**src/tpg_consts.svh**
```systemverilog
// constants of the three-phase gate control block
`ifndef TPG_CONSTS_SVH
`define TPG_CONSTS_SVH

`define TPG_CLK_MHZ 10
`define TPG_STEP_NS 50
`define TPG_STEP_CYC ((`TPG_STEP_NS * `TPG_CLK_MHZ + 999) / 1000)
`define TPG_DT_MAX_NS 12000
`define TPG_DT_MAX_STEPS (`TPG_DT_MAX_NS / `TPG_STEP_NS)
`define TPG_BLANK_NS 500
`define TPG_BLANK_CYC ((`TPG_BLANK_NS * `TPG_CLK_MHZ + 999) / 1000)

`define TPG_A_DEADTIME 8'h00
`define TPG_A_CAL 8'h04
`define TPG_A_MODE 8'h08
`define TPG_A_SIMUL 8'h0c
`define TPG_A_STATUS 8'h10
`define TPG_A_INT_CLR 8'h14
`define TPG_A_INT_EN 8'h18
`define TPG_A_RPT_EN 8'h1c
`define TPG_A_STATE 8'h20

`define TPG_DT_RESET 8'h14
`define TPG_CAL_RESET 8'(`TPG_STEP_CYC)
`define TPG_RPT_RESET 5'h1f
`define TPG_INT_EN_RESET 5'h00
`define TPG_MODE_RESET 4'h2

`define TPG_M_CC 0
`define TPG_M_DESAT 1
`define TPG_M_ZDT 2
`define TPG_M_LOCK 3

`define TPG_F_OC 0
`define TPG_F_DESAT 1
`define TPG_F_PHASE 2
`define TPG_F_UV 3
`define TPG_F_REFUSE 4

`define TPG_IN_HI 0
`define TPG_IN_LO 3
`define TPG_IN_EN 6
`define TPG_IN_FLT 7

`define TPG_SIMUL_KEY 8'ha5
`define TPG_KEY_LSB 8
`define TPG_HSIZE_WORD 3'h2

`endif

```
**src/tpg_pkg.sv**
```systemverilog
// types of the three-phase gate control block
package tpg_pkg;

  typedef enum logic [1:0] {
    TPG_WANT_NONE,
    TPG_WANT_UP,
    TPG_WANT_LOW
  } tpg_want_t;

  typedef enum logic [1:0] {
    TPG_BUS_IDLE,
    TPG_BUS_WRITE,
    TPG_BUS_READ1,
    TPG_BUS_READ2
  } tpg_bus_t;

  typedef struct packed {
    logic hi_prev;
    logic lo_prev;
    logic hi_g;
    logic lo_g;
    logic boot_ok;
    logic refused;
    tpg_want_t want;
    logic [7:0] timer;
    logic [3:0] blank_cnt;
  } tpg_phase_t;

  typedef struct packed {
    logic [10:0] s1;
    logic [10:0] s2;
    logic [10:0] s3;
    logic [10:0] filt;
    tpg_bus_t bus;
    logic wr_ok;
    logic [7:0] addr;
    logic [31:0] rdata;
    logic [7:0] dt;
    logic [7:0] cal;
    logic [3:0] mode;
    logic simul;
    logic simul_done;
    logic [4:0] status;
    logic [4:0] int_en;
    logic [4:0] rpt_en;
    logic [7:0] div;
    logic step;
  } tpg_top_t;

endpackage

```
**src/tpg_phase.sv**
```systemverilog
// one phase: gate sequencing, dead timer, bootstrap gate and blanking
`timescale 1ns/1ps
`include "tpg_consts.svh"

module tpg_phase
  import tpg_pkg::*;
(
  input wire logic hclk,
  input wire logic hresetn,
  input wire logic step,
  input wire logic [7:0] dt_steps,
  input wire logic simul,
  input wire logic run,
  input wire logic hi_req,
  input wire logic lo_req,
  output logic hi_gate,
  output logic lo_gate,
  output logic blank,
  output logic boot_ok,
  output logic dt_busy,
  output logic refused
);

  tpg_phase_t q;
  tpg_phase_t next_q;
  logic hi_rise;
  logic lo_rise;
  logic chg;
  logic kill_hi;
  logic kill_lo;

  assign hi_rise = hi_req && !q.hi_prev;
  assign lo_rise = lo_req && !q.lo_prev;
  assign chg = (hi_req != q.hi_prev) || (lo_req != q.lo_prev);

  //////////////////////////////////////////////////////////////////////////
  always_comb begin
    next_q = q;
    kill_hi = 1'b0;
    kill_lo = 1'b0;
    next_q.hi_prev = hi_req;
    next_q.lo_prev = lo_req;
    next_q.refused = run && hi_rise && !q.boot_ok;
    if (chg) begin
      next_q.blank_cnt = 4'(`TPG_BLANK_CYC);
    end else if (q.blank_cnt != 4'h0) begin
      next_q.blank_cnt = q.blank_cnt - 4'h1;
    end
    if (!run) begin
      next_q.hi_g = 1'b0;
      next_q.lo_g = 1'b0;
      next_q.boot_ok = 1'b0;
      next_q.want = TPG_WANT_NONE;
      next_q.timer = 8'h00;
    end else if (simul) begin
      next_q.lo_g = lo_req;
      next_q.hi_g = hi_req && q.boot_ok;
      next_q.timer = 8'h00;
      if (lo_req) begin
        next_q.boot_ok = 1'b1;
      end
    end else begin
      if (lo_rise) begin
        next_q.want = TPG_WANT_LOW;
      end else if (hi_rise) begin
        next_q.want = TPG_WANT_UP;
      end
      kill_hi = q.hi_g && (!hi_req || next_q.want == TPG_WANT_LOW);
      kill_lo = q.lo_g && (!lo_req || next_q.want == TPG_WANT_UP);
      if (kill_hi || kill_lo) begin
        next_q.timer = dt_steps;
      end else if (step && q.timer != 8'h00) begin
        next_q.timer = q.timer - 8'h01;
      end
      if (kill_hi) begin
        next_q.hi_g = 1'b0;
      end
      if (kill_lo) begin
        next_q.lo_g = 1'b0;
      end
      if (!kill_hi && !kill_lo && q.timer == 8'h00) begin
        if (next_q.want == TPG_WANT_UP && hi_req && !q.lo_g && q.boot_ok) begin
          next_q.hi_g = 1'b1;
        end
        if (next_q.want == TPG_WANT_LOW && lo_req && !q.hi_g) begin
          next_q.lo_g = 1'b1;
          next_q.boot_ok = 1'b1;
        end
      end
    end
  end

  always_ff @(posedge hclk or negedge hresetn) begin
    if (!hresetn) begin
      q <= '0;
    end else begin
      q <= next_q;
    end
  end

  assign hi_gate = q.hi_g;
  assign lo_gate = q.lo_g;
  assign blank = (q.blank_cnt != 4'h0) && !simul;
  assign boot_ok = q.boot_ok;
  assign dt_busy = q.timer != 8'h00;
  assign refused = q.refused;
endmodule

```
**src/tpg_top.sv**
```systemverilog
// three-phase gate dead-time control with ahb-lite register slave
//////////////////////////////////////////////////////////////////////////////
// What this block does
// - dead time in steps of calibrated cycles (100 ns at reset), 0 to 240 steps
// - host calibrates step length, device applies it
// - simultaneous conduction disables current-limit blanking
// - simultaneous setting accepted once per reset
// - operating modes settable, then frozen by lock
// - per-fault report and interrupt enables
// - status registers readable over the bus
// - input edge kills complement, selected after dead time
// - turn-off outside simultaneous mode and shutdown starts the phase dead timer
// - late complementary turn-on acts without delay
// - high side waits for first low side on
// - blank low-side current limit after input change
// - upper inputs active low, idle when undriven
// - reset holds all six gates off
//////////////////////////////////////////////////////////////////////////////
`timescale 1ns/1ps
`include "tpg_consts.svh"

module tpg_top
  import tpg_pkg::*;
(
  input wire logic hclk,
  input wire logic hresetn,
  input wire logic hsel,
  input wire logic [31:0] haddr,
  input wire logic [1:0] htrans,
  input wire logic hwrite,
  input wire logic [2:0] hsize,
  input wire logic [31:0] hwdata,
  input wire logic hready,
  output logic hreadyout,
  output logic [31:0] hrdata,
  output logic hresp,
  input wire logic [2:0] phase_upper_input_n,
  input wire logic [2:0] phase_lower_input,
  input wire logic enable_in,
  input wire logic [3:0] fault_in,
  output logic [2:0] upper_gate,
  output logic [2:0] lower_gate,
  output logic [2:0] ilimit_blank,
  output logic trickle_pump_en,
  output logic irq
);

  tpg_top_t q;
  tpg_top_t next_q;
  logic [10:0] raw;
  logic [10:0] agree;
  logic sel;
  logic run;
  logic [7:0] dt_eff;
  logic [4:0] clr;
  logic [4:0] events;
  logic [31:0] rd;
  logic [2:0] hi_g;
  logic [2:0] lo_g;
  logic [2:0] blank;
  logic [2:0] boot_ok;
  logic [2:0] dt_busy;
  logic [2:0] refused;

  //////////////////////////////////////////////////////////////////////////
  // pin inputs, upper ones inverted to active high
  assign raw = {fault_in, enable_in, phase_lower_input,
                ~phase_upper_input_n};
  assign agree = ~(q.s2 ^ q.s3);

  assign sel = hsel && htrans[1] && hready;

  // desaturation shutdown only when that behaviour is selected
  assign run = q.filt[`TPG_IN_EN] &&
               !(q.status[`TPG_F_DESAT] && q.mode[`TPG_M_DESAT]);

  assign dt_eff = q.mode[`TPG_M_ZDT] ? 8'h00 : q.dt;

  assign events = {|refused, q.filt[`TPG_IN_FLT +: 4]};

  //////////////////////////////////////////////////////////////////////////
  // read multiplexer
  always_comb begin
    rd = 32'h0000_0000;
    case (q.addr)
      `TPG_A_DEADTIME: begin
        rd[7:0] = q.dt;
      end
      `TPG_A_CAL: begin
        rd[7:0] = q.cal;
      end
      `TPG_A_MODE: begin
        rd[3:0] = q.mode;
      end
      `TPG_A_SIMUL: begin
        rd[1:0] = {q.simul_done, q.simul};
      end
      `TPG_A_STATUS: begin
        rd[4:0] = q.status;
      end
      `TPG_A_INT_EN: begin
        rd[4:0] = q.int_en;
      end
      `TPG_A_RPT_EN: begin
        rd[4:0] = q.rpt_en;
      end
      `TPG_A_STATE: begin
        rd[16:0] = {run, q.filt[`TPG_IN_EN], boot_ok, dt_busy,
                    lo_g, hi_g, blank};
      end
      default: begin
        rd = 32'h0000_0000;
      end
    endcase
  end

  //////////////////////////////////////////////////////////////////////////
  always_comb begin
    next_q = q;
    clr = 5'h00;

    // three-stage synchronisers with agreement filter
    next_q.s1 = raw;
    next_q.s2 = q.s1;
    next_q.s3 = q.s2;
    next_q.filt = (agree & q.s3) | (~agree & q.filt);

    // step time base from the calibrated divider
    if (q.div >= q.cal - 8'h01) begin
      next_q.div = 8'h00;
      next_q.step = 1'b1;
    end else begin
      next_q.div = q.div + 8'h01;
      next_q.step = 1'b0;
    end

    // data phase of the previous transfer
    unique case (q.bus)
      TPG_BUS_WRITE: begin
        if (q.wr_ok) begin
          case (q.addr)
            `TPG_A_DEADTIME: begin
              if (hwdata[7:0] > 8'(`TPG_DT_MAX_STEPS)) begin
                next_q.dt = 8'(`TPG_DT_MAX_STEPS);
              end else begin
                next_q.dt = hwdata[7:0];
              end
            end
            `TPG_A_CAL: begin
              if (hwdata[7:0] == 8'h00) begin
                next_q.cal = 8'h01;
              end else begin
                next_q.cal = hwdata[7:0];
              end
            end
            `TPG_A_MODE: begin
              if (!q.mode[`TPG_M_LOCK]) begin
                next_q.mode = hwdata[3:0];
              end
            end
            `TPG_A_SIMUL: begin
              if (!q.simul_done &&
                  hwdata[`TPG_KEY_LSB +: 8] == `TPG_SIMUL_KEY) begin
                next_q.simul = hwdata[0];
                next_q.simul_done = 1'b1;
              end
            end
            `TPG_A_INT_CLR: begin
              clr = hwdata[4:0];
            end
            `TPG_A_INT_EN: begin
              next_q.int_en = hwdata[4:0];
            end
            `TPG_A_RPT_EN: begin
              next_q.rpt_en = hwdata[4:0];
            end
            default: begin
              next_q.wr_ok = 1'b0;
            end
          endcase
        end
      end
      TPG_BUS_READ1: begin
        next_q.rdata = rd;
        next_q.bus = TPG_BUS_READ2;
      end
      TPG_BUS_IDLE, TPG_BUS_READ2: begin
        next_q.wr_ok = 1'b0;
      end
    endcase

    // address phase, never taken while the read wait state runs
    if (q.bus != TPG_BUS_READ1) begin
      if (sel) begin
        next_q.addr = haddr[7:0];
        next_q.wr_ok = hwrite && hsize == `TPG_HSIZE_WORD &&
                       haddr[31:8] == 24'h00_0000;
        next_q.bus = hwrite ? TPG_BUS_WRITE : TPG_BUS_READ1;
      end else begin
        next_q.bus = TPG_BUS_IDLE;
      end
    end

    // sticky status, a new event wins over a clear
    next_q.status = (q.status & ~clr) | (events & q.rpt_en);
  end

  //////////////////////////////////////////////////////////////////////////
  always_ff @(posedge hclk or negedge hresetn) begin
    if (!hresetn) begin
      q <= '0;
      q.bus <= TPG_BUS_IDLE;
      q.dt <= `TPG_DT_RESET;
      q.cal <= `TPG_CAL_RESET;
      q.mode <= `TPG_MODE_RESET;
      q.simul <= 1'b0;
      q.simul_done <= 1'b0;
      q.rpt_en <= `TPG_RPT_RESET;
      q.int_en <= `TPG_INT_EN_RESET;
    end else begin
      q <= next_q;
    end
  end

  //////////////////////////////////////////////////////////////////////////
  // one independent sequencer per phase
  genvar g;
  generate
    for (g = 0; g < 3; g++) begin : phase
      tpg_phase u_phase (
        .hclk(hclk),
        .hresetn(hresetn),
        .step(q.step),
        .dt_steps(dt_eff),
        .simul(q.simul),
        .run(run),
        .hi_req(q.filt[`TPG_IN_HI + g]),
        .lo_req(q.filt[`TPG_IN_LO + g]),
        .hi_gate(hi_g[g]),
        .lo_gate(lo_g[g]),
        .blank(blank[g]),
        .boot_ok(boot_ok[g]),
        .dt_busy(dt_busy[g]),
        .refused(refused[g])
      );
    end
  endgenerate

  //////////////////////////////////////////////////////////////////////////
  assign hreadyout = q.bus != TPG_BUS_READ1;
  assign hrdata = q.rdata;
  assign hresp = 1'b0;
  assign upper_gate = hi_g;
  assign lower_gate = lo_g;
  assign ilimit_blank = blank;
  assign trickle_pump_en = q.mode[`TPG_M_CC];
  assign irq = |(q.status & q.int_en);
endmodule

```
**config.mk**
```make
export PLATFORM = sky130hd
export DESIGN_NAME = tpg_top
export DESIGN_NICKNAME = d
export VERILOG_FILES = /design/src/tpg_pkg.sv /design/src/tpg_phase.sv /design/src/tpg_top.sv
export VERILOG_INCLUDE_DIRS = /design/src /design/src/src
export SDC_FILE = /design/constraint.sdc
export NUM_CORES = 1
export LEC_CHECK = 0
export BUFFER_PORTS_ARGS = -buffer_cell sky130_fd_sc_hd__buf_4
export CORE_AREA = 2 2 152 154
export CTS_CLUSTER_DIAMETER = 120
export DETAILED_ROUTE_END_ITERATION = 10
export DIE_AREA = 0 0 154 156
export GPL_TIMING_DRIVEN = 0
export RECOVER_POWER = 25
export SYNTH_ARGS = -nofsm -noshare
export SYNTH_HDL_FRONTEND = slang
export SYNTH_SLANG_ARGS = --single-unit
export TNS_END_PERCENT = 5
```
**constraint.sdc**
```tcl
create_clock -name hclk -period 4.6 [get_ports hclk]
set_clock_uncertainty 0.15 [all_clocks]
set_input_delay 0.92 -clock hclk [delete_from_list [all_inputs] [get_ports hclk]]
set_output_delay 0.92 -clock hclk [all_outputs]
set_load 0.005 [all_outputs]
```
After elaboration in Yosys (flattened, before gate mapping). Cells that the tools add are included.

Bits in writable memories: 0. Bits of input ports: 85. Register bits after elaboration: 178. Memories: 0. Memory bits (read-only): 0. Output and inout port bits: 45. Logic and storage cells: 315. Bits in latches: 0.

Equality and inequality tests: 39. Bitwise gates (word level): 13. Add/sub/neg operators: 8. $mul: 0. Reduce and logical (&&, ||, !) cells: 129. Shifts and indexed selects: 0. Mux-type cells: 78. Divide/modulo/power cells: 0. $lt $le $gt $ge: 2.

Operators by type and width (count): two-way mux 8 bit (12); logical AND 1 bit (55); two-way mux 2 bit (21); zero test 8 bit (5); equality test 8 x 5 -> 1 bit (second input constant) (4); subtractor 8 x 1 -> 8 bit (second input constant) (4); zero test 1 bit (30); two-way mux 10 bit (3); two-way mux 4 bit (7); two-way mux 3 bit (9); two-way mux 9 bit (3); zero test 24 bit (1); AND reduction 3 bit (8); nonzero test 8 bit (3); AND 11 bit (2); NOT 11 bit (2); equality test 8 x 4 -> 1 bit (second input constant) (2); case mux 2 bit (8 select lines) (1); AND 5 bit (3); two-way mux 5 bit (3); != test 3 bit (second input constant) (5); two-way mux 1 bit (14); case mux 2 bit (7 select lines) (1); logical OR 1 bit (12); 34 further kinds (59).

Depth between registers and ports, before layout. Gate-level depths: netlist of run 1.

Depth in word-level cells: 15. Gate-level depth with buffers: 11. Mapped depth without buffers: 11.

Hierarchy. Synthesis of run 1 repeated with hierarchy kept, for this count alone.

Cell total of the unflattened synthesis: 828. Area, all modules: 8798.4 µm².

Modules (own cells, without submodules): tpg_top (area each 5307.6 µm², cells an instance 453, times used 1, sequential area each 2964.1 µm²); tpg_phase (area each 1163.6 µm², cells an instance 125, times used 3, sequential area each 500.5 µm²).

Least setup slack after synthesis of run 1. No wires, ideal clock.

Path type: reg-to-reg. Start: register q[30] (netlist name). End: register q[3] (netlist name). Clock period less this slack: 2374 ps. Path buffers: 0. Cell stages (with the launch flop): 12. Data required time: 4313 ps. Data arrival time: 2088 ps. Library setup time: 137 ps. Path slack: 2226 ps. Cell sequence: dfstp_2 inv_1 ha_1 nand2_1 nor3_1 xnor2_1 ha_1 nand2_1 o21ai_0 o22ai_1 nor2_1 nor2_1.

RTL lines: from (decl) (RTL line tpg_top.sv:48) `tpg_top_t q;`; from (signal assigned) (RTL line tpg_top.sv:221) `q <= next_q;`.

Worst setup path after layout of run 1.
Start: register q[87] (netlist name). End: output hreadyout.

Word-level cells in the longest chain between the ends: 1.

Ends and longest elaborated chain: != test 2 bit (RTL line tpg_top.sv:250) `assign hreadyout = q.bus != TPG_BUS_READ1;`; to (decl) (RTL line tpg_top.sv:34) `output logic hreadyout,`.

No other way between the ends.

==> results_dict.tcl, run 1 <==
set metrics [dict create \
    outcome "finished with violations" \
    violations "max-capacitance violations, max-slew violations" \
    grt_setup_unrepaired "no" \
    yosys_warnings 0 \
    tightestPinTransition_ns 2.070 \
    max_slew_margin_pct -37.99 \
    timing.setup.tns_ns 0 \
    via_per_inst 5.241 \
    post_cts_buffers 0 \
    ys_ff_latch 178 \
    startpoint "q[87]$_DFF_PN0_" \
    critical_path_required_ns 3.53 \
    mappedNetlistArea_um2 8787 \
    core_um2 22370 \
    gp_congestion 0.8837 \
    clk_pin_slew_ns 0.07 \
    ir_worst_vdd_mv 0.2770 \
    p_per_area_nw_per_um2 393.6 \
    critPathCaptureType "output pin" \
    maxSlewViolCount 81 \
    setup_viol 0 \
    path_max_fanout 10 \
    r2r-start "q[30]$_DFFE_PN1P_" \
    grt_max_degree 99 \
    n_fill_cell 2087 \
    timing_worst_setup_path_type "flop to output pin" \
    crit_path_max_incr_delay_ns 0.48 \
    min_period_ns 3.574 \
    ys_top_cells_by_area "dfrtp_1 48%, mux2_2 5.8%, buf_4 3.6%, ha_1 3.6%, nand2_1 2.9%" \
    grt.total_usage_pct 18.15 \
    async_flop_share_pct 100.0 \
    hold_viol 0 \
    antenna_found_initial 0 \
    rr_endpoint "q[2]$_DFF_PN0_" \
    synth_common_cells "169 x dfrtp_1, 69 x nand2_1, 66 x nor2_1" \
    r2r_slack_ns 1.84 \
    yosysMostFrequentCell "dfrtp_1" \
    arrival_ns 2.50 \
    grt_first_pass_wirelength_um 34070 \
    insertedDiodeCount 0 \
    cts_sinks 178 \
    crit_family "buffers and inverters" \
    slowest_stage "clkinv_1" \
    hp-class "flop to flop" \
    ios 130 \
    synth_top_area_share_pct 48.13 \
    grt_overflow 0 \
    area_growth_pct 20.22 \
    tritoncts "yes" \
    reg2reg_depth 11 \
    path_depth 5 \
    cts-root-buf "clkbuf_16" \
    fin_area_um2 10560 \
    maxCapViolCount 1 \
    multi_input_area_um2 3817 \
    synth-edff-count 0 \
    ys_seq_area_share_pct 50.82 \
    dp_cells 1235 \
    clk_latency_ns 0.43 \
    syn_avg_cell_area_um2 10.49 \
    p_total_w 0.004158 \
    p_leak_nw 4.705 \
    die-area_um2 24020 \
    cts_htree_levels 4 \
    syn_inst 838 \
    drt-initial-drc-count 471 \
    die_h_um 156 \
    startpoint_type "flop" \
    totalWireLength_um 21070 \
    placed_area_um2 9956 \
    dp_hpwl_um 15450 \
    regArea_um2 4466 \
    crit_chain "nor2b_1 > clkbuf_1 > clkinv_1 > clkbuf_1 > buf_4" \
    instances_no_fill 1267 \
    post-route-drc-count 0 \
    holdWs_ns 0.1971 \
    nets 1079 \
    fp.dieW_um 154 \
    ctsHoldBuffers 0 \
    critPathBufInv 4 \
    synth_area_leader_cell "dfrtp_1" \
    drive_above_1_share_pct 25.25 \
    drt-wirelength-per-cell_um 16.63 \
    ys.flop_type "dfrtp_1" \
    finalCritPeriodShare_pct 77.70 \
    firstDrtPassIters 5 \
    initial_core_util_pct 39.29 \
    clockBufferDepth 2 \
    clock.fmax_mhz 279.8 \
    critPathMostFrequentCell "clkbuf_1" \
    endpoint "hreadyout" \
    cts_buffers 17 \
    vias 6640 \
    grt_pass1_vias 6430 \
    ys_types 68 \
    core.rowCount 55 \
    ant_nets 0 \
    port_buffers 96 \
    post_cts_resize_count 0 \
]
==> worst reg2reg max path, delay by kind of cell (launching register included) <==
family          cells  cell delay [ns]
compound gates      2             0.36
xor+xnor            1             0.14
fa+ha+maj           2             0.52
buf+inv             1             0.10
flops               1             0.57
simple gates        5             0.78
==> per-layer routing <==
metal  routed length [um]  global-route usage (%)
met1                 9967                   25.28
met2                 9683                   28.44
met3                 1016                   3.806
met4                  399                   5.785
met5                    0                       0
==> layout make-up <==
cell class | instances | area share, %
multi-input cells | 578 | 36.14
repair buffers | 97 | 7.059
well taps | 285 | 3.376
clock inverters | 13 | 1.658
clock buffers | 19 | 4.193
plain buffers | 63 | 4.098
inverters | 34 | 1.208
flip-flops and latches | 178 | 42.27
==> cell families after synthesis <==
family | count (synthesis) | synth area share [%]
other cells | 1 | 0.04268
fa+ha+maj | 36 | 4.813
compound gates | 158 | 11.75
mux | 51 | 6.450
simple gates | 297 | 17.76
flops | 178 | 50.82
buf+inv | 97 | 6.379
xor+xnor | 20 | 1.993
==> layout by cell type (no fill, tap or decap), types with 5 or more instances in the layout <==
cell type,n
a211oi_1,27
a21o_1,7
a21oi_1,35
a22o_1,7
a22oi_1,7
and3_1,5
buf_2,5
buf_4,126
clkbuf_1,13
clkbuf_16,17
clkbuf_4,11
conb_1,16
dfrtp_1,169
dfstp_2,9
ha_1,25
inv_1,32
maj3_1,11
mux2_2,45
mux2i_1,6
nand2_1,69
nand2b_1,12
nand3_1,28
nand4_1,9
nor2_1,66
nor2b_1,17
nor3_1,31
nor3b_1,10
nor4_1,11
nor4b_1,6
o2111ai_1,5
o21ai_0,36
o31ai_1,11
xnor2_1,14
xor2_1,6
==> power breakdown <==
part	leakage (nW)	switching (W)	internal, W
Clock	0.289	0.000639	0.000880
Sequential	2.19	0.000143	0.00170
Combinational	2.23	0.000450	0.000342
==> how the worst min path moves through the flow <==
stage	startpoint	endpoint	slack, ns	cells past startpoint
detailed placement	next_q[111]$_DFF_PN0_	next_q[100]$_DFF_PN0_	0.19	0
global placement	next_q[121]$_DFF_PN0_	next_q[110]$_DFF_PN0_	0.18	0
CTS	next_q[115]$_DFF_PN0_	next_q[104]$_DFF_PN0_	0.20	0
finish	next_q[115]$_DFF_PN0_	next_q[104]$_DFF_PN0_	0.20	0
global route	next_q[115]$_DFF_PN0_	next_q[104]$_DFF_PN0_	0.21	0
floorplan	next_q[111]$_DFF_PN0_	next_q[100]$_DFF_PN0_	0.18	0
==> registers in the layout, indices dropped and copies added (netlist names) <==
| register | flops |
|---|---|
| events | 4 |
| hrdata | 17 |
| next_q | 22 |
| phase.u_phase.boot_ok | 3 |
| phase.u_phase.hi_gate | 3 |
| phase.u_phase.lo_gate | 3 |
| phase.u_phase.q | 48 |
| phase.u_phase.refused | 3 |
| q | 74 |
| trickle_pump_en | 1 |
==> stage by stage <==
step           worst slack, ns  util (%)
2_1_floorplan            2.226         -
3_3_place_gp             1.356     44.36
3_5_place_dp             1.445     44.51
4_1_cts                 0.9711     47.28
5_1_grt                 0.8041     47.23
6_report                 1.026     47.23
Power figures use the tool's default switching activity.
==> run 2, diff against run 1 <==
==> constraint.sdc (replaced) <==
create_clock -name hclk -period 3.1 [get_ports hclk]
set_clock_uncertainty 0.15 [all_clocks]
set_input_delay 0.62 -clock hclk [delete_from_list [all_inputs] [get_ports hclk]]
set_output_delay 0.62 -clock hclk [all_outputs]
set_load 0.005 [all_outputs]
==> run 2 against run 1 <==
Net effect: the flow still finishes with violations (max-capacitance violations, max-slew violations); non-clock buffer count unchanged; cell area up 0.12%; clock power up 49%; die area unchanged; combinational power up 49%; largest cell class unchanged; core utilization up 0.056 points; clock-buffer cell count unchanged; wire length up 0.48%; critical path depth unchanged; final cell count unchanged.
==> results_dict.tcl, run 2 (same netlist as run 1, synthesis figures left out) <==
set metrics [dict create \
    min_period_ns 2.916 \
    seq_power_share_pct 44.3 \
    power_switching_w 0.001840 \
    final_common_cell "dfrtp_1" \
    cts_sinks 178 \
    p_comb_share_pct 19.1 \
    via_per_inst 5.250 \
    timing_worst_setup_path_type "flop to output pin" \
    tightestPinTransition_ns 2.074 \
    post-route-drc-count 0 \
    hp-class "input port to flop" \
    grt.total_usage_pct 18.16 \
    vias 6652 \
    startpoint_type "flop" \
    internal_power_w 0.004342 \
    insertedDiodeCount 0 \
    maxCapViolCount 1 \
    r2r_slack_ns 0.33 \
    p_leak_nw 4.711 \
    p_per_area_nw_per_um2 584.5 \
    fp.dieW_um 154 \
    violations "max-capacitance violations, max-slew violations" \
    grt_setup_unrepaired "no" \
    wl_met1_um 10050 \
    arrival_ns 2.15 \
    die-area_um2 24020 \
    grt_first_pass_wirelength_um 34090 \
    ir_worst_vdd_mv 0.4133 \
    clk_pin_slew_ns 0.07 \
    pwr-share-clk_pct 36.6 \
    port_buffers 96 \
    tritoncts "yes" \
    max_slew_margin_pct -38.25 \
    critPathCaptureType "output pin" \
    dp_hpwl_um 15450 \
    grt_pass1_vias 6436 \
    nets 1079 \
    drive_above_1_share_pct 25.66 \
    core.rowCount 55 \
    firstDrtPassIters 5 \
    totalWireLength_um 21170 \
    ctsHoldBuffers 0 \
    grt_max_degree 99 \
    ant_nets 0 \
    clk_latency_ns 0.43 \
    largest_reg_flops 74 \
    timing.setup.tns_ns 0 \
    cts_htree_levels 4 \
    final_cell_mix "169 x dfrtp_1, 126 x buf_4, 69 x nand2_1" \
    grt_overflow 0 \
    top_register "q" \
    post_cts_buffers 0 \
    finalCritPeriodShare_pct 94.07 \
    dr_wl_met2_um 9705 \
    area_growth_pct 20.36 \
    hold_viol 0 \
    swShare_pct 29.76 \
    maxSlewViolCount 81 \
    cts-root-buf "clkbuf_16" \
    path_max_fanout 10 \
    critical_path_required_ns 2.33 \
    initial_core_util_pct 39.29 \
    highest_layer "met4" \
    outcome "finished with violations" \
    drt-initial-drc-count 485 \
    drt-wirelength-per-cell_um 16.71 \
    p_total_w 0.006182 \
    antenna_found_initial 0 \
    gp_congestion 0.8837 \
    clock.fmax_mhz 342.9 \
    met3_length_um 999 \
    ios 130 \
    cts_buffers 17 \
    core_um2 22370 \
    die_h_um 156 \
    setup_viol 0 \
    clockBufferDepth 2 \
]
[run 2: cell type report]
class                   instances  area [um2]
multi-input cells             578        3827
clock buffers                  19       442.9
inverters                      34       128.9
flip-flops and latches        178        4466
fillers                      2085       11790
repair buffers                 97       745.7
well taps                     285       356.6
clock inverters                13       175.2
plain buffers                  63       434.2
[run 2: stage by stage]
step | util (%) | std cells | hold WS [ns] | instance area (um2) | setup WS [ns]
2_1_floorplan | - | 853 | 0.1744 | 8843 | 0.7255
3_3_place_gp | 44.36 | 1234 | 0.1823 | 9921 | 0.1562
3_5_place_dp | 44.51 | 1235 | 0.1858 | 9956 | 0.2450
4_1_cts | 47.31 | 1267 | 0.03614 | 10580 | 0.07444
5_1_grt | 47.29 | 1267 | 0.1385 | 10580 | 0.005469
6_report | 47.29 | 1267 | 0.1616 | 10580 | 0.1838
[run 2: timing repair]
action	in CTS	in global routing
hold endpoints to repair	0	0
gates resized for setup	3	1
cloned	0	0
setup endpoints to repair	2	1
[run 2: critical path: stages, from the launching register on]
cell	delay, ns
dfrtp_1	0.37
nor2b_1	0.13
clkbuf_2	0.22
clkinv_2	0.21
clkbuf_1	0.56
buf_4	0.22
[run 2: worst paths after layout]
kind,start,cells past startpoint,to
worst max-delay path,q[88]$_DFF_PN0_,5,hreadyout
worst min-delay path,fault_in[3],1,next_q[121]$_DFF_PN0_
worst max register to register,q[30]$_DFFE_PN1P_,11,q[2]$_DFF_PN0_
worst min register to register,next_q[115]$_DFF_PN0_,0,next_q[104]$_DFF_PN0_
max in group asynchronous,hresetn,2,phase[2].u_phase.q[7]$_DFFE_PN0P_
min in group asynchronous,hresetn,1,next_q[107]$_DFF_PN0_
[run 2: power groups by stage]
stage / combinational (W) / sequential [W] / clock (W)
after global routing: 0.00132 / 0.00277 / 0.00242
final: 0.00118 / 0.00274 / 0.00226
after global placement: 0.00115 / 0.00277 / 0
after floorplan: 0.000810 / 0.00271 / 0
after detailed placement: 0.00118 / 0.00278 / 0
after CTS: 0.00119 / 0.00274 / 0.00231
[run 2: metal layers]
layer	up-vias	global-route usage, %
met1	3232	25.28
met2	184	28.49
met5	-	0
li1	3205	-
met4	0	5.785
met3	31	3.806
==> run 3, diff against run 2 <==
--- a/config.mk
+++ b/config.mk
@@ -7,11 +7,12 @@
 export NUM_CORES = 1
 export LEC_CHECK = 0
 export BUFFER_PORTS_ARGS = -buffer_cell sky130_fd_sc_hd__buf_4
-export CORE_AREA = 2 2 152 154
+export CORE_AREA = 4 4 154 156
 export CTS_CLUSTER_DIAMETER = 120
 export DETAILED_ROUTE_END_ITERATION = 10
-export DIE_AREA = 0 0 154 156
+export DIE_AREA = 0 0 158 160
 export GPL_TIMING_DRIVEN = 0
+export PLACE_DENSITY = 0.65
 export RECOVER_POWER = 25
 export SYNTH_ARGS = -nofsm -noshare
 export SYNTH_HDL_FRONTEND = slang
==> constraint.sdc (replaced) <==
create_clock -name hclk -period 3 [get_ports hclk]
set_clock_uncertainty 0.15 [all_clocks]
set_input_delay 0.6 -clock hclk [delete_from_list [all_inputs] [get_ports hclk]]
set_output_delay 0.6 -clock hclk [all_outputs]
set_load 0.005 [all_outputs]
==> run 3 against run 2 <==
Net effect: the flow now finishes without violations; die area increased by 5.2%; total power grew 1.5%; global-route usage shrank 0.88 points; combinational power up 3%; core utilization is 0.084 points lower; register-to-register slack improved by 0.08 ns; critical path depth stayed put; critical endpoint unchanged; largest cell class unchanged.
==> results_dict.tcl, run 3 (same netlist as run 1, synthesis figures left out) <==
set metrics [dict create \
    core.rowCount 55 \
    rr_endpoint "q[2]$_DFF_PN0_" \
    min_from "phase_lower_input[2]" \
    die-area_um2 25280 \
    final_common_cell "dfrtp_1" \
    ant_nets 0 \
    critical_path_required_ns 2.25 \
    tritoncts "yes" \
    slowest_stage "clkbuf_1" \
    post_cts_buffers 0 \
    cts_sinks 178 \
    crit_chain "nor2b_1 > clkbuf_2 > clkinv_2 > clkbuf_1 > buf_4" \
    hold_viol 0 \
    power_switching_w 0.001954 \
    initial_core_util_pct 39.29 \
    via_per_inst 5.269 \
    p_leak_nw 4.707 \
    min_period_ns 2.827 \
    area_growth_pct 20.15 \
    clk_pin_slew_ns 0.07 \
    drive_above_1_share_pct 25.84 \
    startpoint "q[88]$_DFF_PN0_" \
    timing_worst_setup_path_type "flop to output pin" \
    post-route-util_pct 47.21 \
    grt_max_degree 126 \
    clock.fmax_mhz 353.8 \
    core_um2 22370 \
    holdWs_ns 0.1334 \
    crit_path_max_incr_delay_ns 0.52 \
    grt_first_pass_wirelength_um 34760 \
    maxSlewViolCount 0 \
    pwr-share-clk_pct 35.5 \
    drt-initial-drc-count 478 \
    arrival_ns 2.08 \
    drt-wirelength-per-cell_um 16.62 \
    internal_power_w 0.004323 \
    final_cell_mix "169 x dfrtp_1, 126 x buf_4, 69 x nand2_1" \
    insertedDiodeCount 0 \
    grt.total_usage_pct 17.28 \
    finalCritPeriodShare_pct 94.22 \
    hp-class "input port to flop" \
    die_h_um 160 \
    p_comb_share_pct 19.5 \
    seq_power_share_pct 45.0 \
    r2r-start "q[30]$_DFFE_PN1P_" \
    p_total_w 0.006277 \
    cts_htree_levels 4 \
    vias 6681 \
    crit_family "buffers and inverters" \
    cts_buffers 17 \
    setup_viol 0 \
    swShare_pct 31.13 \
    path_depth 5 \
    startpoint_type "flop" \
    path_max_fanout 10 \
    cts-root-buf "clkbuf_16" \
    firstDrtPassIters 8 \
    nets 1080 \
    maxCapViolCount 0 \
    outcome "complete, no violations" \
    antenna_found_initial 0 \
    grt_overflow 0 \
    top_register "q" \
    port_buffers 96 \
    critPathBufInv 4 \
    ios 130 \
    grt_pass1_vias 6705 \
    clockBufferDepth 2 \
    fin_ws_ns 0.1733 \
    r2r_slack_ns 0.41 \
    gp_congestion 0.8956 \
    tightestPinTransition_ns 1.387 \
    max_slew_margin_pct 7.511 \
    reg2reg_depth 11 \
    dp_slack_ns 0.2452 \
    ir_worst_vdd_mv 0.3827 \
    dp_hpwl_um 15500 \
    timing.setup.tns_ns 0 \
    n_fill_cell 2025 \
    fp.dieW_um 158 \
    totalWireLength_um 21080 \
    clk_latency_ns 0.44 \
    largest_reg_flops 74 \
    grt_setup_unrepaired "no" \
    p_per_area_nw_per_um2 594.5 \
    endpoint "hreadyout" \
    post-route-drc-count 0 \
    critPathCaptureType "output pin" \
]
run 3: metal layers:
layer	GRT usage [%]	part of all wire (%)	vias up
met2	26.59	47	187
li1	-	-	3208
met1	23.78	45	3251
met4	6.708	2.4	0
met3	3.902	5.9	35
met5	0	0	-
run 3: cell type report:
class / instances / area, um2 / share of cell area (%)
timing repair buffer: 98 / 755.7 / 7.158
clock inverter: 15 / 161.4 / 1.529
inverter: 34 / 128.9 / 1.221
multi-input combinational: 578 / 3830 / 36.28
tap: 285 / 356.6 / 3.378
sequential: 178 / 4466 / 42.30
buffer: 63 / 434.2 / 4.112
clock buffer: 17 / 425.4 / 4.029
run 3: worst min-delay path by stage:
stage / end / depth (start not counted)
5_1_grt: next_q[117]$_DFF_PN0_ / 1
3_3_place_gp: next_q[103]$_DFF_PN0_ / 0
3_5_place_dp: next_q[109]$_DFF_PN0_ / 0
4_1_cts: next_q[116]$_DFF_PN0_ / 1
6_report: next_q[116]$_DFF_PN0_ / 1
2_1_floorplan: events[0]$_DFFE_PN0N_ / 0
run 3: power groups by stage:
stage	logic (W)	registers [W]	clock network, W
floorplan	0.000837	0.00280	0
global placement	0.00118	0.00286	0
detailed placement	0.00122	0.00287	0
CTS	0.00123	0.00282	0.00227
global route	0.00138	0.00286	0.00238
finish	0.00122	0.00283	0.00223
run 3: repair_timing:
item | 4_1_cts | 5_1_grt
setup endpoints to repair | 2 | 8
gates resized for setup | 3 | 2
hold buffers | 1 | 0
hold endpoints to repair | 53 | 0
run 3: worst register-to-register path, stage by stage, from the launching register on:
cell and delay [ns]:
dfstp_2 0.56, inv_1 0.09, ha_1 0.23, nand2_1 0.10, nor3_1 0.07, xnor2_1 0.14
ha_1 0.29, nand2_1 0.06, o21ai_0 0.23, o22ai_1 0.15, nor2_2 0.32, nor2b_1 0.10
run 3: stage by stage:
stage / cell area, um2 / instances
2_1_floorplan: 8843 / 853
3_3_place_gp: 9921 / 1234
3_5_place_dp: 9956 / 1235
4_1_cts: 10560 / 1268
5_1_grt: 10560 / 1268
6_report: 10560 / 1268
